## src/fpd_pkg.sv

```systemverilog
// Shared constants for the fault passage detector
package fpd_pkg;
   // Register map (byte addresses)
   localparam logic [7:0] ADDR_CTRL   = 8'h00;
   localparam logic [7:0] ADDR_OC_EN  = 8'h04;
   localparam logic [7:0] ADDR_ACT    = 8'h08;
   localparam logic [7:0] ADDR_PUL    = 8'h0C;
   localparam logic [7:0] ADDR_DES    = 8'h10;
   localparam logic [7:0] ADDR_LOCAL  = 8'h14;
   localparam logic [7:0] ADDR_STATUS = 8'h18;

   // Control register fields
   localparam int CTRL_ENABLE  = 0;
   localparam int CTRL_PH_DIR  = 1;
   localparam int CTRL_GND_DIR = 2;
   localparam int CTRL_VP_EN   = 3;
   localparam int CTRL_VA_EN   = 4;
   localparam int CTRL_SG_EN   = 5;
   localparam int CTRL_W       = 6;
   localparam logic [5:0] CTRL_RST = 6'h3E;

   // Unit counts
   localparam int NUM_OC  = 8;
   localparam int NUM_DIR = 4;
   localparam int NUM_PH_DIR = 3;
   localparam logic [7:0] OC_EN_RST = 8'hFF;

   // Timer fields, all in milliseconds except local hold (thousandths of a minute)
   localparam int TMR_W   = 24;
   localparam int ACT_W   = 16;
   localparam int PUL_W   = 16;
   localparam int DES_W   = 22;
   localparam int LOCAL_W = 18;
   localparam logic [15:0] ACT_RST   = 16'h03E8;
   localparam logic [15:0] PUL_RST   = 16'h0001;
   localparam logic [21:0] DES_RST   = 22'h09_27C0;
   localparam logic [17:0] LOCAL_RST = 18'h0_2710;
   localparam int MS_PER_LOCAL_STEP = 60;

   // Timing
   localparam int CLK_HZ    = 200_000_000;
   localparam int TICK_MS   = 1;
   localparam int TICK_CYCLES = CLK_HZ / 1000 * TICK_MS;
   localparam int REST_MS   = 2;
   // One extra tick: the first tick may land right after entry
   localparam logic [TMR_W-1:0] REST_TICKS = TMR_W'(REST_MS + 1);
endpackage : fpd_pkg

```

## src/fpd_top.sv

```systemverilog
// Fault passage detector for one feeder with sensitive-ground channel
// Overview of operation
// - Latch directional flags from first pickup onward
// - Delay after pickups drop, require voltage absence
// - Expired timer without condition returns to idle
// - Fault pulse lasts configured pulse width, up to one tick shorter
// - Direction outputs held until hold time or new fault
// - New fault rests direction outputs 2 ms first
// - Equal forward and reverse flags mean invalid
// - No valid unit gives zero direction, invalid
// - Disagreeing units give zero direction, invalid
// - Agreement sets valid, forward gives one
// - Direction computed when activation delay expires
// - Phase and ground direction reporting enables
// - Independent sensitive-ground detector, no direction
// - Three local indications follow remote indication
// - Local hold counted from voltage presence
// - Detector disabled forces telecontrol outputs zero plus invalid
// - Voltage detector disabled forces all invalid
// - Sensitive ground disabled invalidates its output only
// - No overcurrent enabled invalidates main three outputs
// - Pulse width 0 to 60 s, default 1 ms
// - Direction hold 0 to 3600 s, default 600 s
// - Local hold 0 to 150 min, default 10 min
// - One unit's pickup never inhibits others
// - Idle until validity check passes, log start
`timescale 1ns/1ps
module fpd_top #(
   parameter int TICK_CYCLES = fpd_pkg::TICK_CYCLES,
   parameter int NUM_OC      = fpd_pkg::NUM_OC,
   parameter int NUM_DIR     = fpd_pkg::NUM_DIR
) (
   input  wire logic               clk_sys_i,
   input  wire logic               rst_i,
   // Register port
   input  wire logic [7:0]         reg_addr_i,
   input  wire logic [31:0]        reg_wdata_i,
   input  wire logic               reg_wr_i,
   input  wire logic               reg_rd_i,
   output logic      [31:0]        reg_rdata_o,
   // Measurement units (same clock domain)
   input  wire logic [NUM_OC-1:0]  oc_pickup_i,
   input  wire logic               sg_pickup_i,
   input  wire logic [NUM_DIR-1:0] dir_fwd_i,
   input  wire logic [NUM_DIR-1:0] dir_rev_i,
   input  wire logic               volt_absent_i,
   input  wire logic               volt_present_i,
   input  wire logic               self_check_ok_i,
   output logic                    start_event_o,
   // Telecontrol
   output logic                    fault_passage_pulse_o,
   output logic                    fault_direction_out_o,
   output logic                    direction_valid_out_o,
   output logic                    sens_ground_fault_pulse_o,
   output logic                    fault_bad_o,
   output logic                    direction_bad_o,
   output logic                    valid_bad_o,
   output logic                    sens_ground_bad_o,
   // Local indications
   output logic                    local_fault_o,
   output logic                    local_valid_o,
   output logic                    local_direction_o
);
   ////////////////////////////////////////////////////////////////////////////////
   // Settings
   logic [fpd_pkg::CTRL_W-1:0]  ctrl;
   logic [NUM_OC-1:0]           oc_en;
   logic [fpd_pkg::ACT_W-1:0]   act_ms;
   logic [fpd_pkg::PUL_W-1:0]   pul_ms;
   logic [fpd_pkg::DES_W-1:0]   des_ms;
   logic [fpd_pkg::LOCAL_W-1:0] local_steps;

   always_ff @(posedge clk_sys_i) begin
      if (rst_i) begin
         ctrl        <= fpd_pkg::CTRL_RST;
         oc_en       <= NUM_OC'(fpd_pkg::OC_EN_RST);
         act_ms      <= fpd_pkg::ACT_RST;
         pul_ms      <= fpd_pkg::PUL_RST;
         des_ms      <= fpd_pkg::DES_RST;
         local_steps <= fpd_pkg::LOCAL_RST;
      end else if (reg_wr_i) begin
         if (reg_addr_i == fpd_pkg::ADDR_CTRL) begin
            ctrl <= reg_wdata_i[fpd_pkg::CTRL_W-1:0];
         end else if (reg_addr_i == fpd_pkg::ADDR_OC_EN) begin
            oc_en <= reg_wdata_i[NUM_OC-1:0];
         end else if (reg_addr_i == fpd_pkg::ADDR_ACT) begin
            act_ms <= reg_wdata_i[fpd_pkg::ACT_W-1:0];
         end else if (reg_addr_i == fpd_pkg::ADDR_PUL) begin
            pul_ms <= reg_wdata_i[fpd_pkg::PUL_W-1:0];
         end else if (reg_addr_i == fpd_pkg::ADDR_DES) begin
            des_ms <= reg_wdata_i[fpd_pkg::DES_W-1:0];
         end else if (reg_addr_i == fpd_pkg::ADDR_LOCAL) begin
            local_steps <= reg_wdata_i[fpd_pkg::LOCAL_W-1:0];
         end
      end
   end

   ////////////////////////////////////////////////////////////////////////////////
   // Validity of telecontrol signals
   logic fpd_en;
   logic main_bad;
   logic sg_bad;
   logic started;

   assign fpd_en   = ctrl[fpd_pkg::CTRL_ENABLE];
   assign main_bad = !fpd_en || !ctrl[fpd_pkg::CTRL_VP_EN] || !ctrl[fpd_pkg::CTRL_VA_EN]
                     || !(|oc_en);
   assign sg_bad   = !fpd_en || !ctrl[fpd_pkg::CTRL_VP_EN] || !ctrl[fpd_pkg::CTRL_VA_EN]
                     || !ctrl[fpd_pkg::CTRL_SG_EN];

   // Start-up: stay idle until the validity check passes once
   always_ff @(posedge clk_sys_i) begin
      if (rst_i) begin
         started <= 1'b0;
      end else if (self_check_ok_i) begin
         started <= 1'b1;
      end
   end

   always_ff @(posedge clk_sys_i) begin
      if (rst_i) begin
         start_event_o <= 1'b0;
      end else begin
         start_event_o <= self_check_ok_i && !started;
      end
   end

   ////////////////////////////////////////////////////////////////////////////////
   // Tick and sequencers
   logic tick;
   logic any_pickup;
   logic main_idle;
   logic main_declare;
   logic main_fire;
   logic main_pulse;
   logic sg_declare;
   logic sg_pulse;
   logic held;

   // Each unit feeds the OR on its own; a pickup never masks another
   assign any_pickup = |(oc_pickup_i & oc_en);

   fpd_tick #(
      .TICK_CYCLES (TICK_CYCLES)
   ) u_tick (
      .clk_sys_i (clk_sys_i),
      .rst_i     (rst_i),
      .tick_o    (tick)
   );

   fpd_seq u_main (
      .clk_sys_i   (clk_sys_i),
      .rst_i       (rst_i),
      .run_i       (started && !main_bad),
      .tick_i      (tick),
      .pickup_i    (any_pickup),
      .absent_i    (volt_absent_i),
      .hold_busy_i (held),
      .act_ms_i    (act_ms),
      .pul_ms_i    (pul_ms),
      .idle_o      (main_idle),
      .declare_o   (main_declare),
      .fire_o      (main_fire),
      .pulse_o     (main_pulse)
   );

   // Sensitive-ground channel: same timing, no direction
   fpd_seq u_sens (
      .clk_sys_i   (clk_sys_i),
      .rst_i       (rst_i),
      .run_i       (started && !sg_bad),
      .tick_i      (tick),
      .pickup_i    (sg_pickup_i),
      .absent_i    (volt_absent_i),
      .hold_busy_i (1'b0),
      .act_ms_i    (act_ms),
      .pul_ms_i    (pul_ms),
      .idle_o      (),
      .declare_o   (sg_declare),
      .fire_o      (),
      .pulse_o     (sg_pulse)
   );

   ////////////////////////////////////////////////////////////////////////////////
   // Direction accumulation and evaluation
   logic [NUM_DIR-1:0] acc_fwd;
   logic [NUM_DIR-1:0] acc_rev;
   logic [NUM_DIR-1:0] dir_allow;
   logic [1:0]         eval;
   logic               pend_dir;
   logic               pend_val;

   // Returns {valid, forward}
   function automatic logic [1:0] fpd_eval(input logic [NUM_DIR-1:0] fwd,
                                           input logic [NUM_DIR-1:0] rev,
                                           input logic [NUM_DIR-1:0] allow);
      logic [NUM_DIR-1:0] ok;
      logic               any_f;
      logic               any_r;
      ok    = (fwd ^ rev) & allow;
      any_f = |(ok & fwd);
      any_r = |(ok & rev);
      if (any_f == any_r) begin
         fpd_eval = 2'b00;
      end else begin
         fpd_eval = {1'b1, any_f};
      end
   endfunction : fpd_eval

   always_comb begin
      for (int i = 0; i < NUM_DIR; i++) begin
         dir_allow[i] = (i < fpd_pkg::NUM_PH_DIR) ? ctrl[fpd_pkg::CTRL_PH_DIR]
                                                 : ctrl[fpd_pkg::CTRL_GND_DIR];
      end
   end

   assign eval = fpd_eval(acc_fwd, acc_rev, dir_allow);

   // Fresh accumulation starts with the first pickup out of idle
   always_ff @(posedge clk_sys_i) begin
      if (rst_i) begin
         acc_fwd <= '0;
         acc_rev <= '0;
      end else if (main_idle && any_pickup) begin
         acc_fwd <= dir_fwd_i;
         acc_rev <= dir_rev_i;
      end else if (any_pickup) begin
         acc_fwd <= acc_fwd | dir_fwd_i;
         acc_rev <= acc_rev | dir_rev_i;
      end
   end

   // Snapshot at the end of the activation delay, not live
   always_ff @(posedge clk_sys_i) begin
      if (rst_i) begin
         pend_val <= 1'b0;
         pend_dir <= 1'b0;
      end else if (main_declare) begin
         pend_val <= eval[1];
         pend_dir <= eval[0];
      end
   end

   ////////////////////////////////////////////////////////////////////////////////
   // Remote direction hold
   logic                      rem_dir;
   logic                      rem_val;
   logic [fpd_pkg::TMR_W-1:0] des_cnt;

   always_ff @(posedge clk_sys_i) begin
      if (rst_i || main_bad) begin
         held    <= 1'b0;
         rem_dir <= 1'b0;
         rem_val <= 1'b0;
      end else if (main_fire) begin
         held    <= 1'b1;
         rem_dir <= main_declare ? eval[0] : pend_dir;
         rem_val <= main_declare ? eval[1] : pend_val;
      end else if (main_declare || (held && des_cnt >= fpd_pkg::TMR_W'(des_ms))) begin
         held    <= 1'b0;
         rem_dir <= 1'b0;
         rem_val <= 1'b0;
      end
   end

   always_ff @(posedge clk_sys_i) begin
      if (rst_i || main_fire || !held) begin
         des_cnt <= '0;
      end else if (tick && !(&des_cnt)) begin
         des_cnt <= des_cnt + fpd_pkg::TMR_W'(1);
      end
   end

   ////////////////////////////////////////////////////////////////////////////////
   // Local indications
   logic                      loc_on;
   logic                      loc_counting;
   logic                      pres_q;
   logic [fpd_pkg::TMR_W-1:0] loc_cnt;
   logic [fpd_pkg::TMR_W-1:0] loc_limit;

   // Local hold setting is in thousandths of a minute, one step is 60 ms
   assign loc_limit = fpd_pkg::TMR_W'(local_steps) * fpd_pkg::TMR_W'(fpd_pkg::MS_PER_LOCAL_STEP);

   always_ff @(posedge clk_sys_i) begin
      if (rst_i) begin
         pres_q <= 1'b0;
      end else begin
         pres_q <= volt_present_i;
      end
   end

   always_ff @(posedge clk_sys_i) begin
      if (rst_i) begin
         loc_on            <= 1'b0;
         local_direction_o <= 1'b0;
         local_valid_o     <= 1'b0;
      end else if (main_fire) begin
         loc_on            <= 1'b1;
         local_direction_o <= main_declare ? eval[0] : pend_dir;
         local_valid_o     <= main_declare ? eval[1] : pend_val;
      end else if (loc_counting && loc_cnt >= loc_limit) begin
         loc_on            <= 1'b0;
         local_direction_o <= 1'b0;
         local_valid_o     <= 1'b0;
      end
   end

   assign local_fault_o = loc_on;

   // Hold starts at the rising edge of voltage presence
   always_ff @(posedge clk_sys_i) begin
      // Set wins, so a voltage return in the firing cycle is kept
      if (rst_i) begin
         loc_counting <= 1'b0;
      end else if (volt_present_i && !pres_q && (loc_on || main_fire)) begin
         loc_counting <= 1'b1;
      end else if (main_fire || !loc_on) begin
         loc_counting <= 1'b0;
      end
   end

   always_ff @(posedge clk_sys_i) begin
      if (rst_i || main_fire || !loc_counting) begin
         loc_cnt <= '0;
      end else if (tick && !(&loc_cnt)) begin
         loc_cnt <= loc_cnt + fpd_pkg::TMR_W'(1);
      end
   end

   ////////////////////////////////////////////////////////////////////////////////
   // Telecontrol outputs with quality flags
   always_ff @(posedge clk_sys_i) begin
      if (rst_i) begin
         fault_passage_pulse_o <= 1'b0;
         fault_direction_out_o <= 1'b0;
         direction_valid_out_o <= 1'b0;
         fault_bad_o           <= 1'b1;
         direction_bad_o       <= 1'b1;
         valid_bad_o           <= 1'b1;
      end else begin
         fault_passage_pulse_o <= main_pulse && !main_bad;
         fault_direction_out_o <= rem_dir && !main_bad;
         direction_valid_out_o <= rem_val && !main_bad;
         fault_bad_o           <= main_bad;
         direction_bad_o       <= main_bad;
         valid_bad_o           <= main_bad;
      end
   end

   always_ff @(posedge clk_sys_i) begin
      if (rst_i) begin
         sens_ground_fault_pulse_o <= 1'b0;
         sens_ground_bad_o         <= 1'b1;
      end else begin
         sens_ground_fault_pulse_o <= sg_pulse && !sg_bad;
         sens_ground_bad_o         <= sg_bad;
      end
   end

   ////////////////////////////////////////////////////////////////////////////////
   // Register read, data one cycle after the strobe
   always_ff @(posedge clk_sys_i) begin
      if (rst_i || !reg_rd_i) begin
         reg_rdata_o <= 32'h0000_0000;
      end else if (reg_addr_i == fpd_pkg::ADDR_CTRL) begin
         reg_rdata_o <= 32'(ctrl);
      end else if (reg_addr_i == fpd_pkg::ADDR_OC_EN) begin
         reg_rdata_o <= 32'(oc_en);
      end else if (reg_addr_i == fpd_pkg::ADDR_ACT) begin
         reg_rdata_o <= 32'(act_ms);
      end else if (reg_addr_i == fpd_pkg::ADDR_PUL) begin
         reg_rdata_o <= 32'(pul_ms);
      end else if (reg_addr_i == fpd_pkg::ADDR_DES) begin
         reg_rdata_o <= 32'(des_ms);
      end else if (reg_addr_i == fpd_pkg::ADDR_LOCAL) begin
         reg_rdata_o <= 32'(local_steps);
      end else if (reg_addr_i == fpd_pkg::ADDR_STATUS) begin
         reg_rdata_o <= 32'({sg_declare, main_idle, started, held, loc_on,
                             rem_val, rem_dir, main_pulse, sg_pulse});
      end else begin
         reg_rdata_o <= 32'h0000_0000;
      end
   end
endmodule : fpd_top

```

## src/fpd_tick.sv

```systemverilog
// Millisecond tick divider
`timescale 1ns/1ps
module fpd_tick #(
   parameter int TICK_CYCLES = fpd_pkg::TICK_CYCLES
) (
   input  wire logic clk_sys_i,
   input  wire logic rst_i,
   output logic      tick_o
);
   logic [31:0] cnt;

   always_ff @(posedge clk_sys_i) begin
      if (rst_i || cnt == 32'(TICK_CYCLES - 1)) begin
         cnt <= 32'h0000_0000;
      end else begin
         cnt <= cnt + 32'h0000_0001;
      end
   end

   always_ff @(posedge clk_sys_i) begin
      if (rst_i) begin
         tick_o <= 1'b0;
      end else begin
         tick_o <= (cnt == 32'(TICK_CYCLES - 1));
      end
   end
endmodule : fpd_tick

```

## src/fpd_seq.sv

```systemverilog
// Fault passage timing sequence: pickup, activation delay, rest, pulse
`timescale 1ns/1ps
module fpd_seq (
   input  wire logic                     clk_sys_i,
   input  wire logic                     rst_i,
   input  wire logic                     run_i,
   input  wire logic                     tick_i,
   input  wire logic                     pickup_i,
   input  wire logic                     absent_i,
   input  wire logic                     hold_busy_i,
   input  wire logic [fpd_pkg::ACT_W-1:0] act_ms_i,
   input  wire logic [fpd_pkg::PUL_W-1:0] pul_ms_i,
   output logic                          idle_o,
   output logic                          declare_o,
   output logic                          fire_o,
   output logic                          pulse_o
);
   typedef enum logic [4:0] {
      FPD_IDLE   = 5'b00001,
      FPD_PICKUP = 5'b00010,
      FPD_ACT    = 5'b00100,
      FPD_REST   = 5'b01000,
      FPD_PULSE  = 5'b10000
   } fpd_state_t;

   fpd_state_t            state;
   logic [fpd_pkg::TMR_W-1:0] cnt;
   logic                  act_done;
   logic                  rest_done;
   logic                  pul_done;

   assign act_done  = cnt >= fpd_pkg::TMR_W'(act_ms_i);
   assign rest_done = cnt >= fpd_pkg::REST_TICKS;
   assign pul_done  = cnt >= fpd_pkg::TMR_W'(pul_ms_i);
   assign idle_o    = (state == FPD_IDLE);
   assign declare_o = (state == FPD_ACT) && act_done && absent_i;
   assign fire_o    = (declare_o && !hold_busy_i) || ((state == FPD_REST) && rest_done);
   assign pulse_o   = (state == FPD_PULSE);

   ////////////////////////////////////////////////////////////////////////////////
   always_ff @(posedge clk_sys_i) begin
      if (rst_i || !run_i) begin
         state <= FPD_IDLE;
      end else begin
         case (state)
            FPD_IDLE: begin
               if (pickup_i) begin
                  state <= FPD_PICKUP;
               end
            end
            FPD_PICKUP: begin
               if (!pickup_i) begin
                  state <= FPD_ACT;
               end
            end
            FPD_ACT: begin
               if (act_done) begin
                  if (!absent_i) begin
                     state <= FPD_IDLE;
                  end else if (hold_busy_i) begin
                     state <= FPD_REST;
                  end else begin
                     state <= FPD_PULSE;
                  end
               end
            end
            FPD_REST: begin
               if (rest_done) begin
                  state <= FPD_PULSE;
               end
            end
            FPD_PULSE: begin
               if (pul_done) begin
                  state <= FPD_IDLE;
               end
            end
            default: begin
               state <= FPD_IDLE;
            end
         endcase
      end
   end

   // Timer restarts on every state change
   always_ff @(posedge clk_sys_i) begin
      if (rst_i || !run_i) begin
         cnt <= '0;
      end else if ((state == FPD_IDLE) || (state == FPD_PICKUP && !pickup_i)
                   || (state == FPD_ACT && act_done) || (state == FPD_REST && rest_done)) begin
         cnt <= '0;
      end else if (tick_i && !(&cnt)) begin
         cnt <= cnt + fpd_pkg::TMR_W'(1);
      end
   end
endmodule : fpd_seq

```

## config.mk

```make
export PLATFORM = sky130hd
export DESIGN_NAME = fpd_top
export DESIGN_NICKNAME = d
export VERILOG_FILES = /design/src/fpd_pkg.sv /design/src/fpd_top.sv /design/src/fpd_tick.sv /design/src/fpd_seq.sv
export SDC_FILE = /design/constraint.sdc
export NUM_CORES = 1
export LEC_CHECK = 0
export BUFFER_PORTS_ARGS = -buffer_cell sky130_fd_sc_hd__buf_4
export CORE_ASPECT_RATIO = 1.5
export CORE_UTILIZATION = 55
export CTS_CLUSTER_DIAMETER = 60
export DETAILED_ROUTE_END_ITERATION = 12
export GPL_TIMING_DRIVEN = 0
export PLACE_DENSITY = 0.79
export SLEW_MARGIN = 40
export SYNTH_ARGS = -nofsm -noshare
export SYNTH_HDL_FRONTEND = slang
export SYNTH_SLANG_ARGS = --single-unit
```

## constraint.sdc

```tcl
create_clock -name clk_sys_i -period 4.6 [get_ports clk_sys_i]
set_input_delay 0.69 -clock clk_sys_i [delete_from_list [all_inputs] [get_ports clk_sys_i]]
set_output_delay 0.69 -clock clk_sys_i [all_outputs]
set_load 0.02 [all_outputs]
```

==> results of run 1 <==
per-stage QoR:
step	instance area [um2]	hold slack [ps]	TNS (ps)	worst slack (ps)	power, mW
CTS	18000	311	0	23.1	5.03
finish	18100	325	0	58.8	5.00
global placement	16800	442	-1860	-639	2.59
floorplan	15700	405	0	219	2.51
detailed placement	16800	447	-2410	-820	2.59
global route	18100	322	-265	-110	5.12
worst min path at each step:
| stage | from | endpoint | slack (ps) |
|---|---|---|---|
| after floorplan | ctrl[5] | sens_ground_bad_o | 410 |
| after global routing | reg_wdata_i[19] | des_ms[19] | 320 |
| after CTS | reg_wdata_i[19] | des_ms[19] | 310 |
| after global placement | local_steps[5] | local_steps[5] | 440 |
| final | reg_wdata_i[19] | des_ms[19] | 330 |
| after detailed placement | local_steps[5] | local_steps[5] | 450 |
layout make-up:
type | instances | share of cell area
clock buffers | 38 | 0.0424
repair buffers | 98 | 0.0408
plain buffers | 72 | 0.0190
clock inverters | 14 | 0.0119
well taps | 346 | 0.0239
inverters | 137 | 0.0287
flip-flops and latches | 272 | 0.302
multi-input cells | 1412 | 0.532
logic make-up after synthesis:
family / Yosys count
compound gates: 341
buf+inv: 209
xor+xnor: 123
fa+ha+maj: 173
flops: 272
simple gates: 760
mux: 5
other cells: 1
power breakdown:
| group | internal, mW | switching [mW] |
|---|---|---|
| combinational | 0.0711 | 0.107 |
| sequential | 2.36 | 0.00789 |
| clock | 1.45 | 0.993 |
routing by layer:
layer,global-route usage,wire (um)
met5,0,0
met4,0.221,3560
met3,0.0484,2730
met2,0.529,21400
met1,0.326,16600
registers in the layout, indices dropped and copies added, names as in the netlist, 4 cells and up:
name / cells
des_cnt: 24
acc_fwd: 4
u_main.state: 5
pul_ms: 16
u_tick.cnt: 32
ctrl: 6
act_ms: 16
reg_rdata_o: 22
u_main.cnt: 24
u_sens.cnt: 24
des_ms: 22
loc_cnt: 24
local_steps: 18
acc_rev: 4
oc_en: 8
u_sens.state: 4
synthesized netlist by cell type (23+ instances only):
cell      count  share of area
o21ai_0      53          0.017
nor2_1      221          0.053
inv_1       137          0.033
a21o_1       27          0.013
a21oi_1     121          0.039
xor2_1       78          0.044
fa_1         33          0.042
ha_1        140           0.11
clkbuf_1     47          0.011
xnor2_1      45          0.025
nand3_1      62          0.020
nand2_1     232          0.055
a22oi_1      23          0.011
and3_1       35          0.014
nor3_1       28         0.0089
nand3b_1     23          0.011
dfxtp_1     272           0.35
nand4_1      34          0.014
timing repair:
| action | in CTS | in global routing |
|---|---|---|
| buffers inserted | 6 | 8 |
| endpoints found under the setup margin | 3 | 3 |
| resized for setup | 44 | 19 |
| pin swaps | 21 | 21 |
==> run summary, run 1 <==
Syn Area/Cell: 8.33 um2
CP Launch Type: register
Top FF cell, synth: dfxtp_1
WP buf/inv: 3
VDD IR max: 0.339 mV
drt pass-1 iters: 8
Root Buffer: clkbuf_16
Mapped Cells: 1884
Mapped Area: 15700 um2
worst-path maximum fanout: 4
Post-DRT Antenna Nets: 0
Congestion Overflow GR: 0
Power Dens Cells: 276 nW/um2
Non-Filler Instances: 2389
Hold Crit Class: primary input to register
clock latency at the later pin of the worst-skew pair: 580 ps
vias in the first global route: 13900
FILL cells: 2325
Crit path max-delay family: compound AO/OA/AOI/OAI gates
Final Max Slew Viols: 0
die width: 140 um
EDFF count, synth: 0
cell row count: 75
Die ar.: 29200 um2
CP cell instances: fa_2 -> fa_2 -> ha_4 -> a211oi_2 -> o21bai_2 -> buf_4 -> buf_4 -> a21oi_1 -> xor2_1 -> ha_1 -> a21o_1 -> a21oi_1 -> nor2b_1 -> o21ai_0 -> a21oi_1 -> a2111o_1 -> a21oi_2 -> buf_6 -> nand3_1 -> o21ai_1
Worst-path clk slew: 70 ps
P&R area growth vs syn: 15.4%
Leak: 7.32 nW
worst r2r dst: local_valid_o
CP startpoint: local_steps[2]
FF-to-FF setup slack: 60 ps
Boundary Pins: 108
most used cell, CP: a21oi_1
fin crit share: 0.987
first-pass GRT wire length: 69.8 mm
Setup Skew: 26.2 ps
most common cell after layout, fill and taps aside: dfxtp_1
slowest cell on the critical path: fa_2
final WL: 44.2 mm
CP peak stage delay: 590 ps
outcome: finished, final reports clean
largest net degree at the start of global routing: 15
Reg2Reg Depth: 20
multi-input logic area: 9630 um2
Post-synth ARST share: 0
simple-gate share of the synthesized area: 0.232
number of inserted diodes: 0
achievable frequency: 220 MHz
Period minus WS final: 4540 ps
post-synthesis mux area share: 0.00319
end of the critical path: local_valid_o
CP endpoint kind: register
initial antenna violation count: 1
Final Hold Viols: 0
Max clock buf depth: 3
CTS tree: done
Reg-to-Reg Start: local_steps[2]
H-tree depth: 1
most frequent cells in the layout: dfxtp_1 (265), nand2_1 (232), nor2_1 (221)
gr usage total: 0.301
Worst slew margin: 0.456
final core occ: 0.646
layout cells sized above 1: 0.114
DR WL/cell: 18.5 um
GP Congestion: 0.999
sequential cell area fraction in the yosys report: 0.347
vias per cell: 5.85
Starting Density: 0.559
CP Depth: 20
Yosys reg bits: 272
DPL Wire Length: 33.6 mm
XOR/XNOR share of the synthesized area: 0.0686
endpoint arrival time on the critical path: 5040 ps
Netlist cell types: 74
TritonCTS sink count: 272
Setup CP Type: register to register
unrepaired setup endpoints after global routing: yes
vias after detailed routing: 14000
Worst Hold Depth: 2
post-synthesis adder-cell area fraction: 0.154
nets: 2258
Remaining DRCs: 0
max cap viols: 0
Iteration-0 DRC Markers: 844
main combinational cell family by area after synthesis: simple AND/OR/NAND/NOR gates
TritonCTS Buffers: 28
yosys warns: 0
CP required: 5100 ps
core area: 28100 um2
worst slew pin tran: 816 ps
Cells after DPL: 2324
number of setup violations in the final report: 0
Hold Buf Count CTS: 0
port buffer count: 85
Vert. Die Dim: 209 um
Register Area: 5460 um2
Synth Area in Compound Gates: 0.141
No activity file was read; power rests on OpenSTA's default activity.
==> inputs of run 2 (changes only) <==
- CORE_UTILIZATION: 55 -> 45
- PLACE_DENSITY: 0.79 -> 0.68
==> run 2 against run 1 <==
Compared with the run above:
- the run now ends with negative setup slack left
- sequential share of layout area barely moved
- clock power down 4%
- maximum frequency down 4.0%
- first-iteration DRC count is 15% lower
- clock skew decreased by 10 ps
- global-route usage shrank 5.5 points
- worst setup slack got worse by 190 ps
- worst hold slack better by 6.6 ps
==> run summary, run 2 (synthesis gave the netlist of run 1 again) <==
FILL cells: 3247 (+40%)
Reg-to-Reg Start: local_steps[1]
unrepaired setup endpoints after global routing: yes
Reg with most FFs: u_tick.cnt
outcome: finished, violations left
worst slew pin tran: 878 ps (+61.9 ps)
FF-to-FF setup slack: -130 ps (-190 ps)
Congestion Overflow GR: 0 (unchanged)
CP endpoint kind: register
gr usage total: 0.246 (-0.0550)
die width: 154 um (+10%)
Min-Delay Endpoint: des_ms[19]
Worst Hold Depth: 2 (unchanged)
Final Hold Viols: 0 (unchanged)
P&R area growth vs syn: 15.4% (about the same)
fin crit share: 1.03 (+0.0407)
vias in the first global route: 13600 (-2.5%)
GP Congestion: 0.950 (-4.9%)
Period minus WS final: 4730 ps (+187 ps)
Worst slew margin: 0.415 (-0.0413)
port buffer count: 85 (unchanged)
Power Dens Cells: 270 nW/um2 (-2.2%)
nets: 2255 (-0.13%)
CTS tree: done
highest metal used: met4
Setup Skew: 16.0 ps (-10.2 ps)
Die ar.: 35600 um2 (+22%)
max cap viols: 0 (unchanged)
Root Buffer: clkbuf_16
worst r2r dst: local_direction_o
Placement Setup Slack: -822 ps (-2.81 ps)
Leak: 7.28 nW (-0.55%)
CP cell instances: buf_6 -> fa_1 -> fa_2 -> ha_4 -> a211oi_2 -> o21bai_1 -> o21ai_2 -> a2111o_1 -> nand2_1 -> o21ai_1 -> nand2b_1 -> xnor2_1 -> ha_1 -> a21o_1 -> a21o_1 -> a211oi_2 -> o21bai_1 -> a21oi_2 -> o21ai_2 -> a21oi_2 -> buf_6 -> nand3_2 -> o21ai_1
Hold Crit Class: primary input to register
most frequent cells in the layout: dfxtp_1 (266), nand2_1 (232), nor2_1 (221)
achievable frequency: 211 MHz (-4.0%)
Vert. Die Dim: 231 um (+10%)
Cells after DPL: 2403 (+3.4%)
hold_ws: 332 ps (+6.57 ps)
vias after detailed routing: 13800 (-1.1%)
Met1 Wirelength: 17.1 mm (+3.2%)
Reg2Reg Depth: 23 (+15%)
failing checks: negative setup slack
max reg flops: 32 (unchanged)
Non-Filler Instances: 2464 (+3.1%)
Starting Density: 0.458 (-0.101)
Boundary Pins: 108 (unchanged)
endpoint arrival time on the critical path: 5230 ps (+190 ps)
largest net degree at the start of global routing: 15 (unchanged)
clock latency at the later pin of the worst-skew pair: 570 ps (about the same)
final WL: 43.6 mm (-1.3%)
WP buf/inv: 2 (-1)
Max clock buf depth: 3 (unchanged)
most common cell after layout, fill and taps aside: dfxtp_1
cell row count: 83 (+11%)
met3 WL: 2.42 mm (-11%)
layout cells sized above 1: 0.110 (-0.00419)
Hold Buf Count CTS: 0 (unchanged)
CP Launch Type: register
Iteration-0 DRC Markers: 720 (-15%)
TritonCTS sink count: 272 (unchanged)
TritonCTS Buffers: 28 (unchanged)
Post-DRT Antenna Nets: 0 (unchanged)
Crit path max-delay family: compound AO/OA/AOI/OAI gates
vias per cell: 5.61 (-4.1%)
worst-path maximum fanout: 3 (-1)
number of inserted diodes: 0 (unchanged)
first-pass GRT wire length: 69.8 mm (about the same)
number of setup violations in the final report: 3 (+3)
PnR worst setup slack: -128 ps (-187 ps)
DR WL/cell: 17.7 um (-4.3%)
core area: 34300 um2 (+22%)
H-tree depth: 1 (unchanged)
Setup CP Type: register to register
CP peak stage delay: 570 ps (-20 ps)
Remaining DRCs: 0 (unchanged)
drt pass-1 iters: 6 (-2)
met2 WL: 21.6 mm (+1.3%)
Final Max Slew Viols: 0 (unchanged)
slowest cell on the critical path: fa_1
initial antenna violation count: 2 (+1)
min-delay src: reg_wdata_i[19]
Worst-path clk slew: 70 ps (about the same)
CP required: 5110 ps (about the same)
VDD IR max: 0.318 mV (-6.3%)
DPL Wire Length: 34.1 mm (+1.5%)
[run 2: area by class of cell]
type                    instances  area, um2  share of cell area
plain buffers                  72        344              0.0190
clock buffers                  36        792              0.0437
clock inverters                15        150             0.00829
inverters                     137        517              0.0285
multi-input cells            1412       9590               0.530
flip-flops and latches        272       5460               0.301
well taps                     425        532              0.0294
repair buffers                 95        724              0.0400
[run 2: what timing repair did]
item | in CTS | in global routing
setup buffers | 8 | 2
gates resized for setup | 38 | 16
setup endpoints to repair | 3 | 3
hold endpoints to repair | 0 | 0
pin swaps | 20 | 14
[run 2: worst reg2reg max path: cells and delay by family, from the launching register on]
| family | cells | cell delay, ps |
|---|---|---|
| and+or+nand+nor | 3 | 260 |
| xor gates and xnor gates | 1 | 130 |
| adders and majority gates | 4 | 1630 |
| buffers and inverters | 2 | 280 |
| AOI/OAI and AO/OA | 13 | 2030 |
| DFF | 1 | 350 |
[run 2: worst max-delay path by stage]
stage	to	slack, ps	depth (start not counted)	start
2_1_floorplan	local_direction_o	220	23	local_steps[2]
3_3_place_gp	local_direction_o	-750	23	local_steps[2]
3_5_place_dp	local_valid_o	-820	23	local_steps[2]
4_1_cts	local_valid_o	-10	23	local_steps[2]
5_1_grt	local_direction_o	-240	23	local_steps[3]
6_report	local_direction_o	-130	23	local_steps[1]
[run 2: metrics by stage]
stage	TNS [ps]	power, mW	instance area (um2)	utilization
5_1_grt	-656	5.02	18100	0.529
3_3_place_gp	-2200	2.59	16900	0.493
3_5_place_dp	-2380	2.59	16900	0.493
4_1_cts	-23.2	4.91	18000	0.527
2_1_floorplan	0	2.51	15700	-
6_report	-340	4.88	18100	0.529
[run 2: layer usage]
layer | global-route usage | up-vias
met5 | 0 | -
met1 | 0.278 | 6534
met3 | 0.0344 | 124
li1 | - | 6759
met2 | 0.446 | 413
met4 | 0.132 | 0
[run 2: report_power, final]
part / switching (mW) / internal, mW
Combinational: 0.104 / 0.0699
Sequential: 0.00768 / 2.36
Clock: 1.01 / 1.33
